==> config.mk <==
export PLATFORM = sky130hd
export DESIGN_NAME = asc_serial_port
export DESIGN_NICKNAME = d
export VERILOG_FILES = /design/src/hdl/asc_pkg.sv /design/src/hdl/asc_serial_port.sv
export VERILOG_INCLUDE_DIRS = /design/src /design/src/hdl
export SDC_FILE = /design/constraint.sdc
export NUM_CORES = 1
export LEC_CHECK = 0
export BUFFER_PORTS_ARGS = -buffer_cell sky130_fd_sc_hd__buf_2
export CAP_MARGIN = 20
export CORE_MARGIN = 1.5
export CORE_UTILIZATION = 56
export CTS_BUF_LIST = sky130_fd_sc_hd__clkbuf_8
export CTS_CLUSTER_DIAMETER = 60
export DETAILED_ROUTE_END_ITERATION = 8
export GPL_ROUTABILITY_DRIVEN = 0
export GPL_TIMING_DRIVEN = 0
export MAX_ROUTING_LAYER = met4
export PLACE_DENSITY = 0.83
export SLEW_MARGIN = 20
export SYNTH_ARGS = -nofsm -noshare
export SYNTH_HDL_FRONTEND = slang
export SYNTH_SLANG_ARGS = --single-unit
export TNS_END_PERCENT = 10
==> constraint.sdc <==
create_clock -name clk -period 3.7 [get_ports clk]
set_clock_uncertainty 0.2 [all_clocks]
set_input_delay 0.185 -clock clk [delete_from_list [all_inputs] [get_ports clk]]
set_output_delay 0.185 -clock clk [all_outputs]
set_load 0.02 [all_outputs]
==> src/hdl/asc_params.svh <==
// Purpose: offsets, field positions, reset values and counts of the serial port
// Assumes: byte-wide register port on a 16-bit address
// Notes: included by the top module, the assertion module and the testbench
`ifndef ASC_PARAMS_SVH
`define ASC_PARAMS_SVH

`define ASC_ADDR_PORT_DIR 16'hFF21
`define ASC_ADDR_MODE 16'hFF70
`define ASC_ADDR_BAUD 16'hFF71
`define ASC_ADDR_DATA 16'hFF72
`define ASC_ADDR_STATUS 16'hFF73

`define ASC_RST_PORT_DIR 8'hFF
`define ASC_RST_MODE 8'h01
`define ASC_RST_BAUD 8'h1F
`define ASC_RST_STATUS 8'h00
`define ASC_RST_BUFFER 8'hFF

`define ASC_MODE_POWER 7
`define ASC_MODE_TXE 6
`define ASC_MODE_RXE 5
`define ASC_MODE_PS_HI 4
`define ASC_MODE_PS_LO 3
`define ASC_MODE_CL 2
`define ASC_MODE_SL 1

`define ASC_STAT_PE 2
`define ASC_STAT_FE 1
`define ASC_STAT_OVE 0

`define ASC_BAUD_TPS_HI 7
`define ASC_BAUD_TPS_LO 6
`define ASC_BAUD_MASK 8'hDF
`define ASC_STAT_MASK 8'h07

`define ASC_PRE_DIV2 5'h01
`define ASC_PRE_DIV8 5'h07
`define ASC_PRE_DIV32 5'h1F

`define ASC_LEN_SHORT 4'h7
`define ASC_LEN_LONG 4'h8
`define ASC_FRAME_W 12

`endif

==> src/hdl/asc_pkg.sv <==
// Purpose: types shared by the serial port
// Assumes: constants come from asc_params.svh
// Notes: enumerations only
package asc_pkg;
   typedef enum logic [1:0] {
      ASC_PAR_NONE,
      ASC_PAR_ZERO,
      ASC_PAR_ODD,
      ASC_PAR_EVEN
   } asc_parity_t;

   typedef enum logic [1:0] {
      ASC_BASE_TIMER,
      ASC_BASE_DIV2,
      ASC_BASE_DIV8,
      ASC_BASE_DIV32
   } asc_base_sel_t;

   typedef enum {
      ASC_RX_IDLE,
      ASC_RX_START,
      ASC_RX_DATA,
      ASC_RX_STOP
   } asc_rx_state_t;
endpackage

==> src/hdl/asc_serial_port.sv <==
// Purpose: control, error status and baud generation of an asynchronous serial port
// Assumes: one clock; register port driven by logic on clk; rx pin is asynchronous
// Notes: the power bit acts as a synchronous clear, one clock after it falls
`timescale 1ns/1ns
`include "asc_params.svh"

module asc_serial_port #(
   parameter int ADDR_W = 16
) (
   input wire logic clk,
   input wire logic reset_n,
   input wire logic [ADDR_W-1:0] bus_addr,
   input wire logic bus_wr,
   input wire logic bus_rd,
   input wire logic [7:0] bus_wdata,
   output logic [7:0] bus_rdata,
   output logic bus_wait,
   input wire logic eight_bit_timer_output,
   input wire logic serial_rx_pin,
   output logic serial_tx_pin,
   output logic [7:0] port1_direction,
   output logic tx_complete,
   output logic rx_complete,
   output logic rx_error
);

   // frame image sent lsb first, all unused positions idle high
   function automatic logic [`ASC_FRAME_W-1:0] asc_frame(input logic [7:0] d,
         input asc_pkg::asc_parity_t ps, input logic long_chr);
      logic [`ASC_FRAME_W-1:0] v;
      logic [3:0] len;
      logic p;
      v = '1;
      len = long_chr ? `ASC_LEN_LONG : `ASC_LEN_SHORT;
      p = ^(d & (long_chr ? 8'hFF : 8'h7F));
      v[0] = 1'b0;
      for (int i = 0; i < 8; i++) begin
         if (i < int'(len)) begin
            v[i + 1] = d[i];
         end
      end
      unique case (ps)
         asc_pkg::ASC_PAR_NONE: v[len + 4'h1] = 1'b1;
         asc_pkg::ASC_PAR_ZERO: v[len + 4'h1] = 1'b0;
         asc_pkg::ASC_PAR_ODD: v[len + 4'h1] = ~p;
         asc_pkg::ASC_PAR_EVEN: v[len + 4'h1] = p;
      endcase
      return v;
   endfunction

   // number of line bits the transmitter sends
   function automatic logic [3:0] asc_tx_bits(input asc_pkg::asc_parity_t ps,
         input logic long_chr, input logic two_stop);
      logic [3:0] n;
      n = 4'h1 + (long_chr ? `ASC_LEN_LONG : `ASC_LEN_SHORT);
      n = n + ((ps == asc_pkg::ASC_PAR_NONE) ? 4'h0 : 4'h1);
      n = n + (two_stop ? 4'h2 : 4'h1);
      return n;
   endfunction

   logic [7:0] mode_q;
   logic [7:0] baud_q;
   logic [7:0] status_q;
   logic [7:0] rx_buffer_q;
   logic rx_full_q;
   logic [ADDR_W-1:0] rd_addr_q;
   logic rd_pend_q;
   logic stat_pend_q;
   logic rx_meta_q;
   logic rx_sync_q;
   logic timer_q;
   logic [4:0] pre_q;
   logic txe_s1_q;
   logic txe_en_q;
   logic rxe_s1_q;
   logic rxe_en_q;
   logic [4:0] tx_div_q;
   logic tx_half_q;
   logic tx_busy_q;
   logic [`ASC_FRAME_W-1:0] tx_shift_q;
   logic [3:0] tx_left_q;
   logic [4:0] rx_div_q;
   logic rx_half_q;
   asc_pkg::asc_rx_state_t rx_state_q;
   logic [8:0] rx_shift_q;
   logic [3:0] rx_idx_q;
   logic [2:0] stat_set;
   logic power;
   logic rx_line;
   logic base_tick;
   logic tx_cnt_tick;
   logic rx_cnt_tick;
   logic tx_bit_tick;
   logic [4:0] divisor;
   logic [3:0] rx_len;
   logic [3:0] rx_last;
   logic rx_par_bad;
   logic rx_done;
   logic stat_rd;
   logic buf_rd;
   logic tx_write;
   asc_pkg::asc_parity_t parity;

   assign power = mode_q[`ASC_MODE_POWER];
   assign parity = asc_pkg::asc_parity_t'({mode_q[`ASC_MODE_PS_HI], mode_q[`ASC_MODE_PS_LO]});
   assign divisor = baud_q[4:0];
   assign stat_rd = bus_rd && (bus_addr == `ASC_ADDR_STATUS);
   assign buf_rd = bus_rd && (bus_addr == `ASC_ADDR_DATA);
   assign tx_write = bus_wr && (bus_addr == `ASC_ADDR_DATA);

   // registers written by software
   always_ff @(posedge clk or negedge reset_n) begin
      if (!reset_n) begin
         mode_q <= `ASC_RST_MODE;
         baud_q <= `ASC_RST_BAUD;
         port1_direction <= `ASC_RST_PORT_DIR;
      end else if (bus_wr) begin
         if (bus_addr == `ASC_ADDR_MODE) begin
            mode_q <= bus_wdata;
         end
         if (bus_addr == `ASC_ADDR_BAUD) begin
            baud_q <= bus_wdata & `ASC_BAUD_MASK;
         end
         if (bus_addr == `ASC_ADDR_PORT_DIR) begin
            port1_direction <= bus_wdata;
         end
      end
   end

   // read path; status answers with the same delay as the other registers, but raises bus_wait for one clock
   always_ff @(posedge clk or negedge reset_n) begin
      if (!reset_n) begin
         rd_addr_q <= '0;
         rd_pend_q <= 1'b0;
         stat_pend_q <= 1'b0;
         bus_wait <= 1'b0;
         bus_rdata <= 8'h00;
      end else begin
         rd_pend_q <= bus_rd && !stat_rd;
         rd_addr_q <= bus_addr;
         stat_pend_q <= stat_rd;
         bus_wait <= stat_rd;
         if (stat_pend_q) begin
            bus_rdata <= status_q;
         end else if (rd_pend_q) begin
            unique case (rd_addr_q)
               `ASC_ADDR_MODE: bus_rdata <= mode_q;
               `ASC_ADDR_BAUD: bus_rdata <= baud_q;
               `ASC_ADDR_DATA: bus_rdata <= rx_buffer_q;
               `ASC_ADDR_PORT_DIR: bus_rdata <= port1_direction;
               default: bus_rdata <= 8'h00;
            endcase
         end
      end
   end

   // receive pin synchroniser
   always_ff @(posedge clk or negedge reset_n) begin
      if (!reset_n) begin
         rx_meta_q <= 1'b1;
         rx_sync_q <= 1'b1;
      end else begin
         rx_meta_q <= serial_rx_pin;
         rx_sync_q <= rx_meta_q;
      end
   end

   assign rx_line = power ? rx_sync_q : 1'b1;

   always_ff @(posedge clk or negedge reset_n) begin
      if (!reset_n) begin
         pre_q <= 5'h00;
         timer_q <= 1'b0;
      end else begin
         pre_q <= power ? pre_q + 5'h01 : 5'h00;
         timer_q <= eight_bit_timer_output;
      end
   end

   always_comb begin
      unique case (asc_pkg::asc_base_sel_t'({baud_q[`ASC_BAUD_TPS_HI], baud_q[`ASC_BAUD_TPS_LO]}))
         asc_pkg::ASC_BASE_TIMER: base_tick = eight_bit_timer_output && !timer_q;
         asc_pkg::ASC_BASE_DIV2: base_tick = (pre_q & `ASC_PRE_DIV2) == `ASC_PRE_DIV2;
         asc_pkg::ASC_BASE_DIV8: base_tick = (pre_q & `ASC_PRE_DIV8) == `ASC_PRE_DIV8;
         asc_pkg::ASC_BASE_DIV32: base_tick = pre_q == `ASC_PRE_DIV32;
      endcase
      base_tick = base_tick && power;
   end

   always_ff @(posedge clk or negedge reset_n) begin
      if (!reset_n) begin
         txe_s1_q <= 1'b0;
         txe_en_q <= 1'b0;
         rxe_s1_q <= 1'b0;
         rxe_en_q <= 1'b0;
      end else if (!power) begin
         txe_s1_q <= 1'b0;
         txe_en_q <= 1'b0;
         rxe_s1_q <= 1'b0;
         rxe_en_q <= 1'b0;
      end else if (base_tick) begin
         txe_s1_q <= mode_q[`ASC_MODE_TXE];
         txe_en_q <= txe_s1_q;
         rxe_s1_q <= mode_q[`ASC_MODE_RXE];
         rxe_en_q <= rxe_s1_q;
      end
   end

   // counter wraps after k base clocks
   assign tx_cnt_tick = base_tick && (tx_div_q == divisor - 5'h01);
   assign rx_cnt_tick = base_tick && (rx_div_q == divisor - 5'h01);
   // one bit spans two counter outputs
   assign tx_bit_tick = tx_cnt_tick && tx_half_q;

   // transmitter
   always_ff @(posedge clk or negedge reset_n) begin
      if (!reset_n) begin
         tx_div_q <= 5'h00;
         tx_half_q <= 1'b0;
         tx_busy_q <= 1'b0;
         tx_shift_q <= '1;
         tx_left_q <= 4'h0;
         serial_tx_pin <= 1'b1;
         tx_complete <= 1'b0;
      end else if (!power || !txe_en_q) begin
         tx_div_q <= 5'h00;
         tx_half_q <= 1'b0;
         tx_busy_q <= 1'b0;
         tx_shift_q <= '1;
         tx_left_q <= 4'h0;
         serial_tx_pin <= 1'b1;
         tx_complete <= 1'b0;
      end else if (tx_write) begin
         tx_shift_q <= asc_frame(bus_wdata, parity, mode_q[`ASC_MODE_CL]);
         tx_left_q <= asc_tx_bits(parity, mode_q[`ASC_MODE_CL], mode_q[`ASC_MODE_SL]);
         serial_tx_pin <= 1'b0;
         tx_busy_q <= 1'b1;
         tx_div_q <= 5'h00;
         tx_half_q <= 1'b0;
         tx_complete <= 1'b0;
      end else begin
         tx_complete <= 1'b0;
         if (base_tick) begin
            tx_div_q <= tx_cnt_tick ? 5'h00 : tx_div_q + 5'h01;
         end
         if (tx_cnt_tick) begin
            tx_half_q <= !tx_half_q;
         end
         if (tx_busy_q && tx_bit_tick) begin
            tx_shift_q <= {1'b1, tx_shift_q[`ASC_FRAME_W-1:1]};
            serial_tx_pin <= tx_shift_q[1];
            tx_left_q <= tx_left_q - 4'h1;
            if (tx_left_q == 4'h1) begin
               tx_busy_q <= 1'b0;
               serial_tx_pin <= 1'b1;
               tx_complete <= 1'b1;
            end
         end
      end
   end

   assign rx_len = mode_q[`ASC_MODE_CL] ? `ASC_LEN_LONG : `ASC_LEN_SHORT;
   assign rx_last = (parity == asc_pkg::ASC_PAR_NONE) ? rx_len - 4'h1 : rx_len;

   // only odd and even are judged
   always_comb begin
      rx_par_bad = 1'b0;
      if (parity == asc_pkg::ASC_PAR_ODD) begin
         rx_par_bad = !(^rx_shift_q[8:0]);
      end else if (parity == asc_pkg::ASC_PAR_EVEN) begin
         rx_par_bad = ^rx_shift_q[8:0];
      end
   end

   assign rx_done = (rx_state_q == asc_pkg::ASC_RX_STOP) && rx_cnt_tick
      && rx_half_q;

   assign stat_set = rx_done ?
      {rx_par_bad, !rx_line, rx_full_q} : 3'b000;

   // receiver
   always_ff @(posedge clk or negedge reset_n) begin
      if (!reset_n) begin
         rx_state_q <= asc_pkg::ASC_RX_IDLE;
         rx_div_q <= 5'h00;
         rx_half_q <= 1'b0;
         rx_shift_q <= 9'h000;
         rx_idx_q <= 4'h0;
      end else if (!power || !rxe_en_q) begin
         rx_state_q <= asc_pkg::ASC_RX_IDLE;
         rx_div_q <= 5'h00;
         rx_half_q <= 1'b0;
         rx_shift_q <= 9'h000;
         rx_idx_q <= 4'h0;
      end else begin
         if (base_tick) begin
            rx_div_q <= rx_cnt_tick ? 5'h00 : rx_div_q + 5'h01;
         end
         if (rx_cnt_tick) begin
            rx_half_q <= !rx_half_q;
         end
         unique case (rx_state_q)
            asc_pkg::ASC_RX_IDLE: begin
               // a low line counts as a start
               if (!rx_line) begin
                  rx_state_q <= asc_pkg::ASC_RX_START;
                  rx_div_q <= 5'h00;
                  rx_half_q <= 1'b0;
                  rx_shift_q <= 9'h000;
                  rx_idx_q <= 4'h0;
               end
            end
            asc_pkg::ASC_RX_START: begin
               // mid start bit: a glitch returns to idle
               if (rx_cnt_tick) begin
                  rx_half_q <= 1'b0;
                  rx_state_q <= rx_line ? asc_pkg::ASC_RX_IDLE : asc_pkg::ASC_RX_DATA;
               end
            end
            asc_pkg::ASC_RX_DATA: begin
               if (rx_cnt_tick && rx_half_q) begin
                  rx_shift_q[rx_idx_q] <= rx_line;
                  rx_idx_q <= rx_idx_q + 4'h1;
                  if (rx_idx_q == rx_last) begin
                     rx_state_q <= asc_pkg::ASC_RX_STOP;
                  end
               end
            end
            asc_pkg::ASC_RX_STOP: begin
               // one stop checked, then hunt again
               if (rx_done) begin
                  rx_state_q <= asc_pkg::ASC_RX_IDLE;
               end
            end
         endcase
      end
   end

   // receive buffer and its unread mark
   always_ff @(posedge clk or negedge reset_n) begin
      if (!reset_n) begin
         rx_buffer_q <= `ASC_RST_BUFFER;
         rx_full_q <= 1'b0;
         rx_complete <= 1'b0;
         rx_error <= 1'b0;
      end else if (!power) begin
         // buffer back to its reset value
         rx_buffer_q <= `ASC_RST_BUFFER;
         rx_full_q <= 1'b0;
         rx_complete <= 1'b0;
         rx_error <= 1'b0;
      end else begin
         rx_complete <= rx_done;
         rx_error <= |stat_set;
         if (rx_done && !rx_full_q) begin
            // eighth bit reads zero for short characters
            rx_buffer_q <= mode_q[`ASC_MODE_CL] ? rx_shift_q[7:0] : {1'b0, rx_shift_q[6:0]};
            rx_full_q <= 1'b1;
         end else if (buf_rd) begin
            rx_full_q <= 1'b0;
         end
      end
   end

   // error status; a new error wins over a clearing read
   always_ff @(posedge clk or negedge reset_n) begin
      if (!reset_n) begin
         status_q <= `ASC_RST_STATUS;
      end else if (!power || !mode_q[`ASC_MODE_RXE]) begin
         // cleared while powered down or receive off
         status_q <= `ASC_RST_STATUS;
      end else begin
         status_q <= ((stat_pend_q ? 8'h00 : status_q) | {5'b00000, stat_set}) & `ASC_STAT_MASK;
      end
   end

endmodule // asc_serial_port

==> impl_metrics.json <==
{
  "grt_pass1_vias": 4863,
  "grt_pass1_wl_mm": 23.65,
  "pre_cts_ws_ns": -0.2583,
  "dp_hpwl_mm": 9.545,
  "synth_top_area_share": 0.3545,
  "grt_busiest_layer": "met2",
  "layout_setup_ws_ns": 0.1823,
  "clkLatencyLatePin_ns": 0.43,
  "grt.overflow.total": 0,
  "vias": 4605,
  "track_usage": 0.2845,
  "yosysMostFrequentCell": "dfrtp_1",
  "cts_made_buffers": 17,
  "synth_nets": 589,
  "synth-seq-cells": 118,
  "critPathMaxFanout": 10,
  "status": "finished, final reports clean",
  "crit_required_ns": 3.79,
  "numClockSinks": 118,
  "antenna_found_initial": 0,
  "use_met1": 0.3250,
  "p_leak_nw": 3.090,
  "synth_compound_area_frac": 0.08968,
  "synth-simple-area-share": 0.1829,
  "grt_setup_unrepaired": "no",
  "drt_iter0_drc": 325,
  "maxCapViolCount": 0,
  "grt_start_max_net_pins": 86,
  "port_buffers": 50,
  "met2_usage": 0.4685,
  "synth-xor-area-share": 0.06141,
  "cts_root_buf": "clkbuf_8",
  "synth_edf_count": 0,
  "vdd_ir_drop_max_v": 0.0005387,
  "syn_inst": 542,
  "yosys.area.top_type": "dfrtp_1",
  "synthToLayoutAreaGrowth_pct": 20.91,
  "ys_top_cells_by_count": "dfrtp_1 (84), nand2_1 (50), nor2_1 (36)",
  "slew-limit-headroom": 0.4626,
  "yosys-top-cells-area": "dfrtp_1 (35%), dfstp_2 (15%), mux2_2 (5.5%), mux2i_1 (4.2%), xnor2_1 (3.8%)",
  "drive_above_1_share": 0.2641,
  "multiInputGateArea_um2": 2796,
  "htreeDepth": 4,
  "yosys_warnings": 0,
  "start_util": 0.5769,
  "finalWirelength_mm": 14.45,
  "antenna_left": 0,
  "seq_area_frac_synth": 0.5052,
  "cts_tree": "done",
  "clkTransAtPathRegs_ns": 0.07,
  "fillers": 695,
  "io_pins": 51,
  "pwr_density_cell_nw_per_um2": 396.2,
  "fin_crit_ns": 3.518,
  "min-delay-path-class": "input pin to asynchronous set/reset pin",
  "wl_per_cell_um": 18.27,
  "drc_errors": 0,
  "syn_avg_cell_area_um2": 10.94,
  "seqCellArea_um2": 2995,
  "hold_viol_final": 0,
  "drv_slew": 0,
  "clockBufferDepth": 2,
  "cp-end-kind": "register",
  "synthAdderAreaFrac": 0.03714,
  "critPathLaunchType": "register",
  "dr.pass1.iters": 5,
  "report.power.total_mw": 2.840,
  "worst_pin_slew_ns": 0.8012,
  "period_share": 0.9507,
  "critPathKind": "register to register",
  "fin_hold_ws_ns": 0.1131,
  "async_flop_share": 1.000,
  "vias_per_cell": 5.822,
  "coreArea_um2": 10280,
  "grt_util_met3": 0.06806,
  "setup_viol": 0,
  "final_net_count": 689,
  "dieArea_um2": 11210,
  "dieWidth_um": 105.9,
  "muxShareOfSynthArea": 0.09728,
  "synth_top_family_by_area": "simple AND/OR/NAND/NOR gates",
  "placementRows": 37,
  "timing.fmax_mhz": 284.3,
  "netlist_area_um2": 5929,
  "ys.flop_type": "dfrtp_1",
  "n_antenna_cell": 0,
  "die_y_um": 105.9,
  "synth.distinct_cells": 67,
  "crit_arrival_ns": 3.60,
  "reg2reg_slack_ns": 0.18
}
-- power by group --
group	internal (mW)	switching [mW]	total, mW
Sequential	1.31	0.00755	1.31
Combinational	0.0583	0.0753	0.134
Clock	0.856	0.538	1.39
-- layout by cell type (no fill, tap or decap), types with 3 or more instances in the layout --
master         netlist  routed
buf_2                2      52
a21oi_1             24      24
clkinv_2             0       3
nor4_1               3       3
nand3_1             15      15
clkbuf_1            19      19
clkinv_4             0       3
mux2_2              29      29
xor2_1              13      13
nor2b_1              5       5
o21ai_0             20      20
nand4b_1             4       4
mux2i_1             25      25
xnor2_1             26      26
nor2_1              36      36
clkbuf_8             0      20
and3_1               5       5
nor3_1              17      17
nand4_1             10      10
inv_1               13      13
a22oi_1              9       9
nor3b_1              3       3
dfstp_2             34      34
dfrtp_1             84      84
ha_1                16      16
a21o_1               3       3
nand2b_1            12      12
dlygate4sd3_1        0      28
nand3b_1             4       4
and2_1               6       6
bufinv_16            0       5
nand2_1             50      50
a211oi_1             5       5
-- layout make-up --
class                           count  area share
Sequential cell                   118      0.4178
Multi-Input combinational cell    388      0.3901
Timing Repair Buffer               81     0.08045
Clock buffer                       20     0.03839
Clock inverter                     12     0.02775
Tap cell                          136     0.02373
Buffer                             23     0.01501
Inverter                           13    0.006806
-- cell families (layout without fill, tap and decap cells) --
logic type / after synthesis / after routing
xor+xnor: 40 / 40
buf+inv: 36 / 149
flops: 118 / 118
fa+ha+maj: 17 / 17
compound gates: 82 / 82
mux: 54 / 54
simple gates: 195 / 195
-- worst max-delay path: stages (launching register included) --
cell      delay [ns]
dfrtp_1         0.42
ha_1            0.19
and3_1          0.16
ha_1            0.13
mux2i_1         0.08
a221o_2         0.43
nor3_2          0.21
and3_4          0.25
buf_8           0.15
ha_1            0.17
nor2b_1         0.08
o31ai_4         0.25
and3b_1         0.20
clkbuf_1        0.21
nand2_1         0.09
nand2_1         0.08
a21oi_1         0.07
-- per-layer routing --
metal / part of all wire / wire length (um)
met5: 0 / 0
met4: 0.033 / 480
met3: 0.053 / 763
met2: 0.51 / 7412
met1: 0.40 / 5793
-- through the flow --
stage	util	cells	TNS [ns]	area [um2]
6_report	0.6976	791	0	7169
3_5_place_dp	0.6216	729	-1.352	6389
3_3_place_gp	0.6178	728	-0.6411	6350
2_1_floorplan	-	542	0	5929
4_1_cts	0.6973	790	0	7167
5_1_grt	0.6976	791	0	7169
-- sequential cells by signal, summed over array words and instances (netlist names), 7 cells and up --
name	flops
bus_rdata	8
mode_q	8
tx_shift_q	9
rx_buffer_q	8
baud_q	7
port1_direction	8
rx_shift_q	9
rd_addr_q	16
-- worst paths after layout --
| check | from | end | cells after the start |
|---|---|---|---|
| worst max-delay path | pre_q[0] | rx_shift_q[5] | 16 |
| worst min-delay path | reset_n | tx_shift_q[4] | 2 |
| worst max register to register | pre_q[0] | rx_shift_q[5] | 16 |
| worst min register to register | rx_meta_q | rx_sync_q | 0 |
| max in group asynchronous | reset_n | rd_addr_q[13] | 3 |
| min in group clk | rx_meta_q | rx_sync_q | 0 |
-- what timing repair did --
| action | 4_1_cts | 5_1_grt |
|---|---|---|
| buffers inserted | 0 | 1 |
| gates cloned | 0 | 0 |
| endpoints found under the setup margin | 9 | 5 |
| pin swaps | 0 | 1 |
| hold endpoints to repair | 145 | 0 |
| resized for setup | 2 | 0 |
| hold buffers | 29 | 0 |
Note: power is estimated with default switching activity, not from simulation.
